**src/verilog/pmt_pkg.sv**
```systemverilog
// Shared constants and types for the power-management timer
package pmt_pkg;
  localparam int unsigned PMT_COUNT_W = 24;
  localparam int unsigned PMT_BYTE_W = 8;
  localparam int unsigned PMT_ADDR_W = 16;
  localparam int unsigned PMT_OFF_W = 4;
  localparam logic [3:0] PMT_OFF_LOW = 4'h8;
  localparam logic [3:0] PMT_OFF_MID = 4'h9;
  localparam logic [3:0] PMT_OFF_UPP = 4'hA;
  localparam logic [23:0] PMT_COUNT_RST = 24'h000000;
  localparam logic [7:0] PMT_BYTE_RST = 8'h00;
  localparam int unsigned PMT_TOP_BIT = 23;
  localparam int unsigned PMT_MID_LSB = 8;
  localparam int unsigned PMT_UPP_LSB = 16;
  localparam logic [15:0] PMT_BASE_RST = 16'h0000;

  typedef struct packed {
    logic rd;
    logic wr;
    logic [15:0] addr;
  } pmt_io_req_t;
endpackage

```
**src/verilog/pmt_tick_edge.sv**
```systemverilog
// Rising-edge detector turning the reference clock level into a tick
`timescale 1ns/10ps
`default_nettype none
module pmt_tick_edge (
  input wire logic clk_i,
  input wire logic rst_i,
  input wire logic level_i,
  output logic tick_o
);
  logic last_q;

  always_ff @(posedge clk_i) begin
    if (rst_i) begin
      // Track the level so a reference high at release gives no tick
      last_q <= level_i;
      tick_o <= 1'b0;
    end else begin
      last_q <= level_i;
      tick_o <= level_i & ~last_q;
    end
  end
endmodule
`default_nettype wire

```
**src/verilog/pmt_timer.sv**
```systemverilog
// Power-management 24-bit timer with byte-wide read-only I/O view
// Notes on behaviour
// - 24-bit counter advances on each reference tick.
// - Reset clears count; then counts while clocked.
// - Stopped reference holds count; restart continues.
// - Flag set on every bit 23 transition.
// - Enabled flag drives system control interrupt.
// - Offsets 9h, Ah return bits 15:8, 23:16.
`timescale 1ns/10ps
`default_nettype none
module pmt_timer
  import pmt_pkg::*;
#(
  parameter int unsigned COUNT_W = PMT_COUNT_W
) (
  // Clock and master reset
  input wire logic clk_i,
  input wire logic rst_i,
  // Reference clock level (3.579545 MHz), sampled in clk_i
  input wire logic reference_clock_input_i,
  // Base address from the two configuration registers
  input wire logic [7:0] pm_base_address_high_cfg_i,
  input wire logic [7:0] pm_base_address_low_cfg_i,
  // Host I/O request
  input wire pmt_io_req_t io_req_i,
  // Read answer
  output logic [7:0] io_rdata_o,
  output logic io_rvalid_o,
  // Flag handshake with the status/enable block
  input wire logic pm_rollover_flag_clr_i,
  input wire logic pm_rollover_irq_enable_i,
  output logic pm_rollover_flag_o,
  output logic sci_irq_o,
  // Live count
  output logic [23:0] pm_count_value_o
);
  // Narrower counters only serve test builds; bytes above read zero
  if (COUNT_W < 2 || COUNT_W > PMT_COUNT_W) begin : g_bad_width
    $error("pmt_timer: counter width must be 2 to 24 bits");
  end

  // Bits above the counter width stay zero in every byte view
  localparam logic [23:0] COUNT_MASK =
    24'((25'h0000001 << COUNT_W) - 25'h0000001);
  localparam int unsigned TOP_BIT = COUNT_W - 1;

  logic tick;
  logic [15:0] base;
  logic hit;
  logic [3:0] off;
  logic top_prev_q;
  logic top_toggle;

  // Reference clock runs well below clk_i, so an edge tick is safe
  pmt_tick_edge u_tick (
    .clk_i(clk_i),
    .rst_i(rst_i),
    .level_i(reference_clock_input_i),
    .tick_o(tick)
  );

  // No tick while the reference is stopped, so the count simply holds
  always_ff @(posedge clk_i) begin
    if (rst_i) begin
      pm_count_value_o <= PMT_COUNT_RST;
    end else if (tick) begin
      // Masked so a narrow build wraps at its own width
      pm_count_value_o <= (pm_count_value_o + 24'h000001) &
                          COUNT_MASK;
    end
  end

  always_ff @(posedge clk_i) begin
    if (rst_i) begin
      top_prev_q <= 1'b0;
    end else begin
      top_prev_q <= pm_count_value_o[TOP_BIT];
    end
  end

  assign top_toggle = pm_count_value_o[TOP_BIT] ^ top_prev_q;

  // Set wins over a clear in the same cycle
  always_ff @(posedge clk_i) begin
    if (rst_i) begin
      pm_rollover_flag_o <= 1'b0;
    end else if (top_toggle) begin
      pm_rollover_flag_o <= 1'b1;
    end else if (pm_rollover_flag_clr_i) begin
      pm_rollover_flag_o <= 1'b0;
    end
  end

  always_ff @(posedge clk_i) begin
    if (rst_i) begin
      sci_irq_o <= 1'b0;
    end else begin
      sci_irq_o <= pm_rollover_irq_enable_i &
                   (pm_rollover_flag_o | top_toggle);
    end
  end

  assign base = {pm_base_address_high_cfg_i, pm_base_address_low_cfg_i};
  assign off = 4'(io_req_i.addr - base);
  assign hit = (io_req_i.addr >= base) &&
               ((io_req_i.addr - base) < 16'h0010);

  // Writes never reach the counter
  always_ff @(posedge clk_i) begin
    if (rst_i) begin
      io_rdata_o <= PMT_BYTE_RST;
      io_rvalid_o <= 1'b0;
    end else begin
      io_rvalid_o <= 1'b0;
      io_rdata_o <= PMT_BYTE_RST;
      if (io_req_i.rd && hit) begin
        case (off)
          PMT_OFF_LOW: begin
            io_rvalid_o <= 1'b1;
            io_rdata_o <= pm_count_value_o[7:0];
          end
          PMT_OFF_MID: begin
            io_rvalid_o <= 1'b1;
            io_rdata_o <=
              pm_count_value_o[PMT_MID_LSB +: PMT_BYTE_W];
          end
          PMT_OFF_UPP: begin
            io_rvalid_o <= 1'b1;
            io_rdata_o <=
              pm_count_value_o[PMT_UPP_LSB +: PMT_BYTE_W];
          end
          default: begin
            io_rdata_o <= PMT_BYTE_RST;
          end
        endcase
      end
    end
  end
endmodule
`default_nettype wire

```
**config.mk**
```make
export PLATFORM = sky130hd
export DESIGN_NAME = pmt_timer
export DESIGN_NICKNAME = d
export VERILOG_FILES = /design/src/verilog/pmt_pkg.sv /design/src/verilog/pmt_tick_edge.sv /design/src/verilog/pmt_timer.sv
export SDC_FILE = /design/constraint.sdc
export NUM_CORES = 1
export LEC_CHECK = 0
export BUFFER_PORTS_ARGS = -buffer_cell sky130_fd_sc_hd__buf_2
export CORE_UTILIZATION = 40
export CTS_BUF_LIST = sky130_fd_sc_hd__clkbuf_16
export DETAILED_ROUTE_END_ITERATION = 12
export PLACE_DENSITY_LB_ADDON = 0.3
export SLEW_MARGIN = 20
export SYNTH_ARGS = -nofsm -noshare
export SYNTH_HDL_FRONTEND = slang
export SYNTH_SLANG_ARGS = --single-unit
```
**constraint.sdc**
```tcl
create_clock -name clk_i -period 5.6 [get_ports clk_i]
set_input_delay 0.28 -clock clk_i [delete_from_list [all_inputs] [get_ports clk_i]]
set_output_delay 0.28 -clock clk_i [all_outputs]
set_load 0.01 [all_outputs]
```
-- Yosys cells after proc, flatten, opt, wreduce, memory -nomap -nowiden
Cells that the tools add are included.
- bits in latches: 0
- input port bits: 39
- flip-flop bits (word level): 38
- ROM bits: 0
- output and inout bits: 35
- word-level logic and storage cells: 30
- bits in writable memories: 0
- memories: 0
- reduce and logical (&&, ||, !) cells: 5
- bitwise operators: 6
- multiply operators: 0
- divide/modulo/power cells: 0
- magnitude comparators: 2
- shift-type cells: 0
- equality and inequality tests: 3
- add/subtract/negate cells: 2
- muxes and demuxes: 4
- operators by type and width (kind ; count):
    $add 24x1->24 const B ; 1
    $pmux 8 s3 ; 1
    $ge 16x16->1 ; 1
    $lt 16x5->1 const B ; 1
    $sub 16x16->16 ; 1
    $eq 4x4->1 const B ; 3
    $mux 1 ; 3
    $reduce_or 3->1 ; 1
    $and 1x1->1 ; 2
    $logic_and 1x1->1 ; 2
    $not 1->1 ; 2
    $reduce_bool 2->1 ; 1
    $reduce_or 2->1 ; 1
    $or 1x1->1 ; 1
    $xor 1x1->1 ; 1

-- Depth between registers and ports, before layout
- depth in word-level cells: 6
- mapped depth: 11
- depth with buffers taken out: 10

-- Hierarchy
From an unflattened synthesis, not the netlist that was laid out.
- cell total of the unflattened synthesis: 317
- area total of the unflattened synthesis: 2572.5 um2
- by module, submodules not included (module ; cells an instance ; area an instance (um2) ; seq. area each (um2) ; times used):
    pmt_timer ; 314 ; 2519.9 ; 720.7 ; 1
    pmt_tick_edge ; 3 ; 52.6 ; 40.0 ; 1

-- Least setup slack after synthesis
Ideal clock, no wire load.
- kind: input port to flip-flop
- from: in io_req_i[0] (netlist bit)
- to: reg io_rvalid_o
- path buffers: 1
- data arrival time: 2.603 ns
- cell stages on the path: 11
- required time: 5.512 ns
- setup slack: 2.909 ns
- setup time: 0.088 ns
- cell sequence: inv_1 ha_1 fa_1 clkbuf_1 nor2_1 nor3b_1 o2111ai_1 a211o_1 nor4_4 nand4_4 nor4b_2
- word-level cells in the longest chain between the ends: 6
- elaborated cells between the ends (all ways): 12
- classes of those cells: add/sub: 1; order compare: 2; eq/ne: 3; mux: 1; bitwise: 1; reduce/logical: 4
- ends and longest elaborated chain (item ; RTL line ; text):
    start, declared ; pmt_timer.sv:25 ; input wire pmt_io_req_t io_req_i,
    $sub 16x16->16 ; pmt_timer.sv:106 ; ((io_req_i.addr - base) < 16'h0010);
    $lt 16x5->1 ; pmt_timer.sv:106 ;
    $logic_and 1x1->1 ; pmt_timer.sv:105 ; assign hit = (io_req_i.addr >= base) &&
    $logic_and 1x1->1 ; pmt_timer.sv:116 ; if (io_req_i.rd && hit) begin
    $not 1->1 (no line) ; n/a ;
    $reduce_or 2->1 (no line) ; n/a ;
    end signal, assigned ; pmt_timer.sv:112 ; io_rvalid_o <= 1'b0;
    end signal, assigned ; pmt_timer.sv:114 ; io_rvalid_o <= 1'b0;
    end signal, assigned ; pmt_timer.sv:119 ; io_rvalid_o <= 1'b1;
    end, declared ; pmt_timer.sv:28 ; output logic io_rvalid_o,
Parallel ways exist; a longest one is shown, timed or not.
A chain may end at the register's enable or synchronous reset.

-- Worst setup path after layout
- from: in pm_base_address_low_cfg_i[0]
- to: reg io_rdata_o[7]
- word-level cells in the longest chain between the ends: 6
- elaborated cells between the ends (all ways): 11
- classes of those cells: add/sub: 1; order compare: 2; eq/ne: 3; mux: 1; bitwise: 1; reduce/logical: 3
- ends and longest elaborated chain (item ; RTL line ; text):
    start, declared ; pmt_timer.sv:23 ; input wire logic [7:0] pm_base_address_low_cfg_i,
    $sub 16x16->16 ; pmt_timer.sv:106 ;
    $lt 16x5->1 ; pmt_timer.sv:106 ;
    $logic_and 1x1->1 ; pmt_timer.sv:105 ;
    $logic_and 1x1->1 ; pmt_timer.sv:116 ;
    $not 1->1 (no line) ; n/a ;
    $reduce_or 2->1 (no line) ; n/a ;
    end signal, assigned ; pmt_timer.sv:120 ; io_rdata_o <= pm_count_value_o[7:0];
    end signal, assigned ; pmt_timer.sv:124 ; io_rdata_o <=
    end signal, assigned ; pmt_timer.sv:129 ; io_rdata_o <=
    end, declared ; pmt_timer.sv:27 ; output logic [7:0] io_rdata_o,
Parallel ways exist; a longest one is shown, timed or not.

==> impl_metrics.toml <==
[clock_network]
cts_tree = "done"
cts-root-buf = "clkbuf_16"
cts.clk_slew.worst_paths_ns = 0.05
clk_latency_ns = 0.28
cts_made_buffers = 5
cts_htree_levels = 2
postCtsSetupRepairBufs = 0
cts_resized = 0
cts.sinks = 38
ctsHoldBuffers = 0
clockBufferDepth = 2

[route]
via_count = 2465
drt_first_iter_violations = 71
via_per_inst = 5.27
drc = 0
routedWlPerCell_um = 12.5
drt_wl_total_um = 5870
dr.pass1.iters = 4
ant_nets = 0

[final_layout]
antenna_cells = 0
finalNonFillerCells = 468
drive_gt1_frac = 0.251
fin_nets = 447
syn_to_final_growth_pct = 21.5
final_area_mm2 = 0.00316
fin_util = 0.501
final_common_cell = "buf_2"
fillCellCount = 633
final_cell_mix = "buf_2, dfxtp_1, nor2_1"

[logic_synthesis]
synth_top_area_frac = 0.292
synthTopCellsByArea = "dfxtp_1, ha_1, nor2_1, xnor2_1, xor2_1"
netlist_instances = 321
syn-cell-area_mm2 = 0.00260
ys_warn_count = 0
syn_nets = 378
ys_ff_latch = 38
synth_edf_count = 0
ys_types = 47
avgSynthCellArea_um2 = 8.10
synth-seq-area-share = 0.292
synth_top_area_cell = "dfxtp_1"
synth_flop_cell = "dfxtp_1"
synthArstFlopShare = 0

[pwr]
pwr_density_cell_mw_per_mm2 = 219
p_leak_nw = 1.42
vdd_drop_max_uv = 202
totalPowerFinal_mw = 0.691

[sta]
skew_ns = 0.00260
whs_ns = 0.114
period_needed_ns = 2.86
rsz0062_at_grt = "no"
hold_viol_final = 0
drv_slew = 0
finalSetupTns_ns = 0
clock.fmax_ghz = 0.350
finalSetupViolCount = 0
finalCritPeriodShare = 0.511
max_slew_margin = 0.539
tightest_slew_ns = 0.689
fin_ws_ns = 2.74

[floorplanning]
die_w_um = 82.6
rows = 29
die-area_mm2 = 0.00683
coreArea_mm2 = 0.00631
start_util = 0.412
die_y_um = 82.6
ios = 74

[place]
dp_hpwl_um = 4580
dpl_cell_area_mm2 = 0.00302
place_inst = 460
place_ws_ns = 2.51
place_congestion = 0.810
io_buffers = 72

[grt]
grt-ovfl-total = 0
grt.total_usage = 0.183
grt_max_degree = 30
antenna_found_initial = 0
grt_pass1_vias = 2230
grt_first_pass_wirelength_um = 9600

[setup_path]
reg2reg_depth = 5
required_ns = 5.77
start_kind = "input pin"
path_class = "input pin to register"
worstSetupEndpointType = "register"
arrival_ns = 3.03
worstPathMaxFanout = 10

[run_status]
status = "finished clean"

[job]
drv_cap = 0

[worst_hold_path]
whs_path_depth = 1
hp-class = "input pin to register"
## sequential cells by signal, summed over array words and instances, names as in the netlist
register	cells
io_rvalid_o	1
io_rdata_o	8
pm_rollover_flag_o	1
sci_irq_o	1
top_prev_q	1
u_tick.tick_o	1
u_tick.last_q	1
pm_count_value_o	24
## report_power, final
part	switching, mW	internal, mW	total (mW)
registers	0.00131	0.272	0.273
clock network	0.103	0.162	0.265
logic	0.0914	0.0623	0.154
total	0.195	0.496	0.691
## path summary, 6_finish.rpt
kind	end	slack [ns]	from
setup reg to reg	pm_count_value_o[19]	3.54	u_tick.tick_o
hold reg to reg	u_tick.tick_o	0.38	u_tick.last_q
hold / removal	u_tick.last_q	0.11	reference_clock_input_i
setup / recovery	io_rdata_o[7]	2.74	pm_base_address_low_cfg_i[0]
## cell families (layout without fill, tap and decap cells)
| kind of cell | after synthesis | after routing | synth area share |
|---|---|---|---|
| XOR/XNOR | 26 | 26 | 0.0875 |
| multiplexers | 10 | 10 | 0.0428 |
| adder cells (fa/ha/maj) | 18 | 18 | 0.0895 |
| AND/OR/NAND/NOR | 128 | 128 | 0.265 |
| flip-flops | 38 | 38 | 0.292 |
| AO/OA/AOI/OAI | 66 | 66 | 0.173 |
| buffers and inverters | 35 | 105 | 0.0505 |
## final cells by class
type,count,area [µm²],share of cell area
flip-flops and latches,38,761,0.241
inverters,25,93.8,0.0297
well taps,77,96.3,0.0305
clock inverters,3,16.3,0.00514
multi-input cells,248,1710,0.541
clock buffers,5,125,0.0396
repair buffers,72,360,0.114
## Yosys cell counts, types with 2 or more instances
cell type,n
xor2_1,12
o21a_1,2
a22o_1,8
nor3b_1,3
nand2b_1,5
nor4_1,9
ha_1,17
and3_1,8
nand2_1,22
clkbuf_1,9
dfxtp_1,38
mux2_2,9
inv_1,25
o21ai_0,13
nand4_1,7
xnor2_1,14
a211oi_1,6
a21oi_1,17
a211o_1,2
nor2_1,35
or3_1,5
nand3_1,15
nor3_1,6
o211ai_1,5
nor2b_1,4
a21o_1,2
a31oi_1,3
## per-layer routing
layer / track usage / vias to the layer above / part of all wire
met3: 0.0341 / 6 / 0.055
li1: - / 1281 / -
met1: 0.224 / 1118 / 0.45
met5: 0 / - / 0
met2: 0.323 / 60 / 0.48
met4: 0.0517 / 0 / 0.0090
## worst max-delay path: stages
cell	delay (ns)
buf_2	0.10
ha_1	0.25
fa_1	0.71
nor2_1	0.09
nor3b_1	0.28
o2111ai_1	0.17
a211o_1	0.34
nor4_4	0.27
nand4_4	0.19
nor4_1	0.35
Power figures use the tool's default switching activity.
